$ cat src/gpio_regs_pkg.sv
// Package for the pin configuration register block: offsets, widths,
// field positions and reset values.
// Assumes an 8-bit register port with byte addresses from the host side.
package gpio_regs_pkg;

  localparam int unsigned ADDR_W   = 8;
  localparam int unsigned DATA_W   = 8;
  localparam int unsigned PIN_N    = 19;
  localparam int unsigned BANK_N   = 4;
  localparam int unsigned GROUP_N  = 3;

  // Debounce bypass bank (pins 1-8, 9-16, 17-19)
  localparam logic [7:0] DEB_A_OFS  = 8'h27;
  localparam logic [7:0] DEB_B_OFS  = 8'h28;
  localparam logic [7:0] DEB_C_OFS  = 8'h29;
  // Output level bank
  localparam logic [7:0] LVL_A_OFS  = 8'h2a;
  localparam logic [7:0] LVL_B_OFS  = 8'h2b;
  localparam logic [7:0] LVL_C_OFS  = 8'h2c;
  // Drive style bank
  localparam logic [7:0] MODE_A_OFS = 8'h2d;
  localparam logic [7:0] MODE_B_OFS = 8'h2e;
  localparam logic [7:0] MODE_C_OFS = 8'h2f;
  // Direction bank
  localparam logic [7:0] DIR_A_OFS  = 8'h30;
  localparam logic [7:0] DIR_B_OFS  = 8'h31;
  localparam logic [7:0] DIR_C_OFS  = 8'h32;

  // Implemented bits of full and third registers of each group, and the reset value
  localparam logic [7:0] FULL_MASK  = 8'hff;
  localparam logic [7:0] THIRD_MASK = 8'h07;
  localparam logic [7:0] REG_RESET  = 8'h00;

endpackage : gpio_regs_pkg

$ cat src/cfg_byte_reg.sv
// One 8-bit configuration register with a write mask.
// Assumes one-cycle write strobes synchronous to mclk.
`timescale 1ns/100ps
`default_nettype none
module cfg_byte_reg #(
  parameter logic [7:0] MASK  = 8'hff,
  parameter logic [7:0] RESET = 8'h00
) (
  input  wire logic       mclk,
  input  wire logic       rst_b,
  input  wire logic       wrEn,
  input  wire logic [7:0] wrData,
  output logic      [7:0] value
);

  // Masked bits never store, so reserved bits stay zero
  always_ff @(posedge mclk or negedge rst_b)
  begin
    if (!rst_b)
      value <= RESET & MASK;
    else if (wrEn)
      value <= wrData & MASK;
  end

endmodule : cfg_byte_reg
`default_nettype wire

$ cat src/gpio_output_direction_debounce_regs.sv
// Pin configuration registers of a 19-pin I/O expander: debounce bypass,
// output level, drive style and direction, plus the pad controls.
// Assumes a serial host interface upstream that turns transactions into
// one-cycle register read/write strobes on mclk.
//
// Notes on behaviour
// RQ1: Bypass bits for inputs 17-19 at 0x29.
// RQ2: Output level per pin, three registers.
// RQ3: Drive style pins 1-16, one means open-drain.
// RQ4: Drive style pins 17-19 at 0x2f bits 0-2.
// RQ5: Direction per pin, one means output.
// RQ6: Bits 7-3 of third registers reserved.
// RQ7: Bypass bits for inputs 1-16 at 0x27-0x28.
// RQ8: Drive only when output; reserved read zero.
`timescale 1ns/100ps
`default_nettype none
module gpio_output_direction_debounce_regs (
  input  wire logic        mclk,
  input  wire logic        rst_b,
  input  wire logic        regWrite,
  input  wire logic        regRead,
  input  wire logic [7:0]  regAddr,
  input  wire logic [7:0]  regWrData,
  output logic      [7:0]  regRdData,
  output logic             regHit,
  output logic      [18:0] general_output,
  output logic      [18:0] padOutEn_b,
  output logic      [18:0] filterBypass
);

  localparam int unsigned NREG =
    gpio_regs_pkg::BANK_N * gpio_regs_pkg::GROUP_N;

  // Register offsets in bank order; debounce, level, mode, direction
  localparam logic [7:0] OFS [0:11] = '{
    gpio_regs_pkg::DEB_A_OFS,  gpio_regs_pkg::DEB_B_OFS,
    gpio_regs_pkg::DEB_C_OFS,  gpio_regs_pkg::LVL_A_OFS,
    gpio_regs_pkg::LVL_B_OFS,  gpio_regs_pkg::LVL_C_OFS,
    gpio_regs_pkg::MODE_A_OFS, gpio_regs_pkg::MODE_B_OFS,
    gpio_regs_pkg::MODE_C_OFS, gpio_regs_pkg::DIR_A_OFS,
    gpio_regs_pkg::DIR_B_OFS,  gpio_regs_pkg::DIR_C_OFS};

  logic [7:0]  regVal [0:11];
  logic [11:0] sel;
  logic [7:0]  next_rdData;
  logic [23:0] debBits;
  logic [23:0] lvlBits;
  logic [23:0] modeBits;
  logic [23:0] dirBits;
  logic [18:0] drivenHigh;

  // One register per offset; third of each group keeps three bits only
  genvar g;
  generate
    for (g = 0; g < NREG; g++)
    begin : gReg
      assign sel[g] = (regAddr == OFS[g]);
      cfg_byte_reg #(
        .MASK  ((g % 3 == 2) ? gpio_regs_pkg::THIRD_MASK
                             : gpio_regs_pkg::FULL_MASK), // RQ6
        .RESET (gpio_regs_pkg::REG_RESET)
      ) uReg (
        .mclk   (mclk),
        .rst_b  (rst_b),
        .wrEn   (regWrite && sel[g]),
        .wrData (regWrData),
        .value  (regVal[g])
      );
    end
  endgenerate

  // Read mux; unmapped addresses return zero
  always_comb
  begin
    next_rdData = 8'h00;
    for (int i = 0; i < NREG; i++)
      if (sel[i])
        next_rdData = regVal[i]; // RQ8
  end

  assign regHit = |sel;

  // Read data is registered, valid the cycle after regRead
  always_ff @(posedge mclk or negedge rst_b)
  begin
    if (!rst_b)
      regRdData <= 8'h00;
    else if (regRead)
      regRdData <= next_rdData;
  end

  // Pin n sits at bit (n-1) mod 8 of the group's register
  assign debBits  = {regVal[2],  regVal[1],  regVal[0]};  // RQ1 RQ7
  assign lvlBits  = {regVal[5],  regVal[4],  regVal[3]};  // RQ2
  assign modeBits = {regVal[8],  regVal[7],  regVal[6]};  // RQ3 RQ4
  assign dirBits  = {regVal[11], regVal[10], regVal[9]};  // RQ5

  assign filterBypass = debBits[18:0]; // RQ1 RQ7

  // Open-drain never drives high; input pins never drive at all
  assign drivenHigh = lvlBits[18:0] & ~modeBits[18:0];
  assign general_output = lvlBits[18:0] & dirBits[18:0]; // RQ8
  assign padOutEn_b = ~(dirBits[18:0]
                        & (drivenHigh | ~lvlBits[18:0])); // RQ3 RQ8
endmodule : gpio_output_direction_debounce_regs
`default_nettype wire

$ cat config.mk
export PLATFORM = sky130hd
export DESIGN_NAME = gpio_output_direction_debounce_regs
export DESIGN_NICKNAME = d
export VERILOG_FILES = /design/src/gpio_regs_pkg.sv /design/src/cfg_byte_reg.sv /design/src/gpio_output_direction_debounce_regs.sv
export SDC_FILE = /design/constraint.sdc
export NUM_CORES = 1
export LEC_CHECK = 0
export BUFFER_PORTS_ARGS = -buffer_cell sky130_fd_sc_hd__buf_4
export CAP_MARGIN = 20
export CORE_ASPECT_RATIO = 0.5
export CORE_MARGIN = 1.5
export CORE_UTILIZATION = 35
export CTS_CLUSTER_SIZE = 8
export DETAILED_ROUTE_END_ITERATION = 10
export PLACE_DENSITY = 0.52
export SLEW_MARGIN = 20
export SYNTH_ARGS = -nofsm -noshare
export SYNTH_HDL_FRONTEND = slang
export SYNTH_SLANG_ARGS = --single-unit
$ cat constraint.sdc
create_clock -name mclk -period 4 [get_ports mclk]
set_clock_uncertainty 0.05 [all_clocks]
set_input_delay 0.8 -clock mclk [delete_from_list [all_inputs] [get_ports mclk]]
set_output_delay 0.8 -clock mclk [all_outputs]
set_load 0.005 [all_outputs]
==> run summary, run 1 <==
status = finished, final reports clean
starting DRC count in detailed routing = 235
DR WL/cell = 19.1 microns
vias in the first global route = 3364
mux share of post-synthesis cell area = 20.9%
Initial Util = 36.7%
Crit path buffers/inverters = 3
hold buffers post-CTS = 0
NumNets Final = 517
EDFF count, synth = 0
largest family of logic cells by synthesized area = multiplexers
share of layout cells above drive strength 1 = 37.8%
# diodes = 0
Worst Setup End Kind = primary output
top cells by instance count after synthesis = dfrtp_1 (84), mux2_2 (76), nand2_1 (45)
Setup-failing EPs final = 0
post-synth top area share = 47.5%
peak supply drop = 0.000225 V
Mapped Cells = 419
Bufs on Longest Clock Path = 2
mapped cell area = 4430 sq um
Post-Layout Cell Count = 667
Max Freq = 330 MHz
crit share post-route = 75.8%
Compound-Gate Fraction of Synth Area = 12.6%
critical path class = in -> out
cell taking the most area after synthesis = dfrtp_1
cell with the most instances after synthesis = dfrtp_1
first-pass iteration count of the detailed router = 4
Leakage = 2.62 nW
area delta synth->final = 24.7%
Die X = 162 microns
die height = 82.5 microns
CTS H-tree depth = 3
routed vias = 3537
worst hold path class = in -> async
Seq/Total Area, Yosys = 47.5%
initial antenna violation count = 0
cell family with most CP delay = buffers and inverters
Synth Area in Adders = 0%
CP Cell Sequence = buf_4 > clkinv_1 > nor2_1 > o21ai_0 > buf_4
gpl congestion = 0.789
Total Wirelength = 12.7 mm
number of max-cap violations = 0
worst skew pair latency = 340 ps
crit-path max FO = 31
average vias per placed instance = 5.30
Slowest-stage cell, CP = clkinv_1
count of input and output buffers = 85
hpwl dp = 8.94 mm
RSZ-0062 raised after global routing = no
Routed Antenna Nets = 0
max_slew headroom = 51.0%
Synthesis Warnings = 0
pin count of the biggest net entering global routing = 79
first-pass GRT wire length = 19.7 mm
Max Slew Vio Count = 0
cts repair resizes = 0
syn_nets = 439
# placed instances = 651
Clock transition at path regs = 60 ps
cts bufs inserted = 9
# DRC = 0
Top cell by count, worst path = buf_4
Die Area = 13400 sq um
Tightest Pin Transition = 735 ps
Worst EP required = 3150 ps
Tmin final = 3030 ps
Setup TNS = 0 ps
total track usage = 20.1%
row cnt = 28
CTS tree = done
R2R Path Start = gReg[3].uReg.value[2]
simple-gate share of the synthesized area = 16.1%
ranking of synthesized cells by area = dfrtp_1 (47%), mux2_2 (19%), nand2_1 (3.8%)
IO Count = 86
CP Launch Point = regAddr[1]
synthesis-stage register bit count = 84
Hold Vio Cnt, Final = 0
worst endpoint data arrival time = 2180 ps
clock root cell = clkbuf_16
Post-CTS Setup Bufs = 0
core box area = 12100 sq um
share of the synthesized netlist area taken by xor and xnor gates = 0%
asr flop ratio synth = 100%
Setup crit start kind = primary input
slowest stage delay, CP = 410 ps
GRT overflow = 0
Mean Syn Cell Area = 10.6 sq um
pwr/cell area = 364 nW/um^2
ys flop type = dfrtp_1
clock sink total = 84
Netlist cell types = 42
## cells in the final DEF, fill, tap and decap left out, drive strengths merged, types with 2 or more instances in the layout
cell	n
dfrtp	84
nand2b	3
nand3b	2
o22ai	6
buf	89
inv	7
mux2	76
and2	23
nor3	3
a21oi	17
and3	5
mux2i	7
o2bb2ai	8
clkinv	5
o31ai	5
nor2	28
o211ai	2
nand2	46
a211oi	2
a2bb2oi	5
a21o	5
clkbuf	11
a22oi	4
a31oi	6
o221ai	4
nand3	10
nor2b	11
o21ai	19
## power by group
| group | switching, W | internal [W] |
|---|---|---|
| Sequential | 0.0000388 | 0.000889 |
| Clock | 0.000356 | 0.000519 |
| Combinational | 0.000107 | 0.0000953 |
## kinds of logic (layout without fill, tap and decap cells)
group                  Yosys count  count (layout)
flip-flops                      84              84
multiplexers                    83              83
AO/OA/AOI/OAI                   85              85
buffers and inverters           30             113
AND/OR/NAND/NOR                137             137
## worst reg2reg max path: stages (launching register included)
cell	delay (ps)
dfrtp_1	450
and2_1	170
a211oi_1	210
o2bb2ai_1	120
a22oi_1	200
o221ai_1	150
## sequential cells by signal (all words and copies together), names as in the netlist
| register | count |
|---|---|
| gReg.uReg.value | 76 |
| regRdData | 8 |
## path summary, 6_finish.rpt
| check | cells past startpoint | slack, ps | to |
|---|---|---|---|
| worst max-delay path | 5 | 970 | regHit |
| worst min-delay path | 1 | 440 | gReg[3].uReg.value[2] |
| worst max register to register | 5 | 2520 | regRdData[2] |
| worst min register to register | 1 | 490 | gReg[0].uReg.value[0] |
| max in group asynchronous | 2 | 2860 | gReg[8].uReg.value[1] |
| min in group mclk | 1 | 490 | gReg[0].uReg.value[0] |
## stage by stage
stage                     power (W)  area [sq um]  hold slack (ps)  setup slack, ps  utilization [%]
after floorplan             0.00103          4430              453             1520                -
after global routing        0.00209          5520              504              871             45.8
after global placement      0.00115          5200              463              995             43.2
after CTS                   0.00202          5510              491              959             45.8
after detailed placement    0.00115          5200              476              913             43.2
final                       0.00201          5520              444              967             45.8
## layer usage
layer / routed length [microns] / vias up / track usage (%)
met1: 6310 / 1783 / 28.9
met2: 5700 / 72 / 31.0
met3: 611 / 9 / 4.55
met4: 101 / 0 / 4.68
li1: - / 1673 / -
met5: 0 / - / 0
## layout make-up
| type | instances | area [sq um] |
|---|---|---|
| clock buffer | 11 | 253 |
| clock inverter | 5 | 57.6 |
| fill | 1196 | 6530 |
| inverter | 8 | 30.0 |
| multi-input combinational | 305 | 2200 |
| sequential | 84 | 2100 |
| tap | 165 | 206 |
| timing repair buffer | 89 | 672 |
Power figures use the tool's default switching activity.
==> inputs of run 2 (changes only) <==
==> constraint.sdc (replaced) <==
create_clock -name mclk -period 3 [get_ports mclk]
set_clock_uncertainty 0.05 [all_clocks]
set_input_delay 0.6 -clock mclk [delete_from_list [all_inputs] [get_ports mclk]]
set_output_delay 0.6 -clock mclk [all_outputs]
set_load 0.005 [all_outputs]
==> run 2 against run 1 <==
Against the previous run: global-route usage grew 0.66 points; final cell count up 0.75%; routed wire length up 2.5%; critical endpoint unchanged; largest cell class unchanged.
==> run summary, run 2 (same netlist as run 1, synthesis figures left out) <==
Die Area = 13400 sq um (unchanged)
slowest stage delay, CP = 330 ps (was 410 ps)
Largest register FFs = 76 (unchanged)
cts bufs inserted = 9 (unchanged)
clock sink total = 84 (unchanged)
Max Freq = 431 MHz
cts repair resizes = 0 (unchanged)
Slowest-stage cell, CP = buf_4 (was clkinv_1)
critical path class = in -> out (unchanged)
Total Wirelength = 13.0 mm (was 12.7 mm)
average vias per placed instance = 5.23 (was 5.30)
CTS tree = done (unchanged)
most frequent cells in the layout = buf_4 (93), dfrtp_1 (84), mux2_2 (76), nand2_1 (45) (was buf_4 (88), dfrtp_1 (84), mux2_2 (76), nand2_1 (45))
NumNets Final = 522 (was 517)
hpwl dp = 9.13 mm (was 8.94 mm)
largest registers = gReg.uReg.value x76, regRdData x8 (unchanged)
Routed Antenna Nets = 0 (unchanged)
crit-path max FO = 31 (unchanged)
max_slew headroom = 64.8% (was 51.0%)
area delta synth->final = 25.4% (was 24.7%)
Worst EP required = 2350 ps (was 3150 ps)
CP Cell Sequence = buf_4 > clkinv_1 > nor2_1 > o21ai_0 > buf_4 (unchanged)
Post-CTS Setup Bufs = 0 (unchanged)
commonest non-fill, non-tap cell in the layout = buf_4 (unchanged)
Final Instance Area = 5550 sq um (was 5520 sq um)
worst hold path class = in -> async (unchanged)
Max Slew Vio Count = 0 (unchanged)
Multi-input gate area = 2200 sq um (unchanged)
first-pass GRT wire length = 20.5 mm (was 19.7 mm)
Tightest Pin Transition = 528 ps (was 735 ps)
R2R Path Start = gReg[3].uReg.value[2] (unchanged)
crit share post-route = 77.4%
reg2reg setup slack = 1500 ps (was 2520 ps)
Clock transition at path regs = 60 ps (about the same)
vias in the first global route = 3576 (was 3364)
pin count of the biggest net entering global routing = 46 (was 79)
Hold Vio Cnt, Final = 0 (unchanged)
Reg with most FFs = gReg.uReg.value (unchanged)
# DRC = 0 (unchanged)
worst r2r path cells = 5 (unchanged)
worst skew pair latency = 350 ps (was 340 ps)
first-pass iteration count of the detailed router = 4 (unchanged)
status = finished, final reports clean (unchanged)
worst endpoint data arrival time = 1670 ps (was 2180 ps)
RSZ-0062 raised after global routing = no (unchanged)
initial antenna violation count = 0 (unchanged)
Setup crit start kind = primary input (unchanged)
DR WL/cell = 19.4 microns (was 19.1 microns)
Cell Area, Placed = 5250 sq um (was 5200 sq um)
Placement Setup Slack = 388 ps (was 913 ps)
# diodes = 0 (unchanged)
routed vias = 3515 (was 3537)
Setup-failing EPs final = 0 (unchanged)
Setup TNS = 0 ps (unchanged)
gpl congestion = 0.770 (was 0.789)
die height = 82.5 microns (unchanged)
row cnt = 28 (unchanged)
GRT overflow = 0 (unchanged)
Worst Setup End Kind = primary output (unchanged)
Core Util, Final = 46.1% (was 45.8%)
Die X = 162 microns (unchanged)
Fillers = 1186 (was 1196)
Leakage = 2.63 nW (was 2.62 nW)
core box area = 12100 sq um (unchanged)
Initial Util = 36.7% (unchanged)
reg-to-reg critical path endpoint = regRdData[2] (unchanged)
Tmin final = 2320 ps
Bufs on Longest Clock Path = 2 (unchanged)
clock root cell = clkbuf_16 (unchanged)
Top cell by count, worst path = buf_4 (unchanged)
hold buffers post-CTS = 0 (unchanged)
count of input and output buffers = 85 (unchanged)
sequential standard cell area = 2100 sq um (unchanged)
number of max-cap violations = 0 (unchanged)
pwr/cell area = 476 nW/um^2 (was 364 nW/um^2)
share of layout cells above drive strength 1 = 38.5% (was 37.8%)
starting DRC count in detailed routing = 228 (was 235)
CTS H-tree depth = 3 (unchanged)
worst setup margin = 678 ps (was 967 ps)
peak supply drop = 0.000240 V (was 0.000225 V)
IO Count = 86 (unchanged)
total track usage = 20.8% (was 20.1%)
-- run 2: worst max-delay path by stage --
stage / start / end / cells past startpoint
6_report: regAddr[0] / regHit / 5
5_1_grt: regAddr[0] / regHit / 5
4_1_cts: regAddr[0] / regHit / 5
3_5_place_dp: regAddr[7] / gReg[4].uReg.value[6] / 5
3_3_place_gp: regAddr[7] / gReg[7].uReg.value[4] / 5
2_1_floorplan: regAddr[7] / regHit / 4
-- run 2: power by group --
part / internal [W] / switching, W / total, W
clock: 0.000648 / 0.000481 / 0.00113
combinational: 0.000130 / 0.000145 / 0.000276
sequential: 0.00119 / 0.0000536 / 0.00124
-- run 2: layer usage --
layer | wire length (microns) | vias to the layer above | GRT usage [%]
li1 | - | 1667 | -
met3 | 814 | 15 | 5.54
met5 | 0 | - | 0
met4 | 157 | 0 | 6.61
met2 | 5690 | 84 | 32.5
met1 | 6380 | 1749 | 28.4
-- run 2: critical path: cells and delay by family --
kind / cells / cell delay, ps
AND/OR/NAND/NOR: 1 / 290
AO/OA/AOI/OAI: 1 / 150
buffers and inverters: 3 / 630
-- run 2: metrics by stage --
step                      power, W  hold slack, ps  instances
after floorplan            0.00138             254        419
after global placement     0.00154             467        656
after detailed placement   0.00154             473        656
after CTS                  0.00267             197        672
after global routing       0.00276             217        672
final                      0.00264             186        672
-- run 2: layout make-up --
type                       count  area share (%)
clock buffer                   9            4.06
inverter                       8           0.541
clock inverter                 7            1.31
sequential                    84            37.9
tap                          165            3.72
timing repair buffer          94            12.9
multi-input combinational    305            39.6
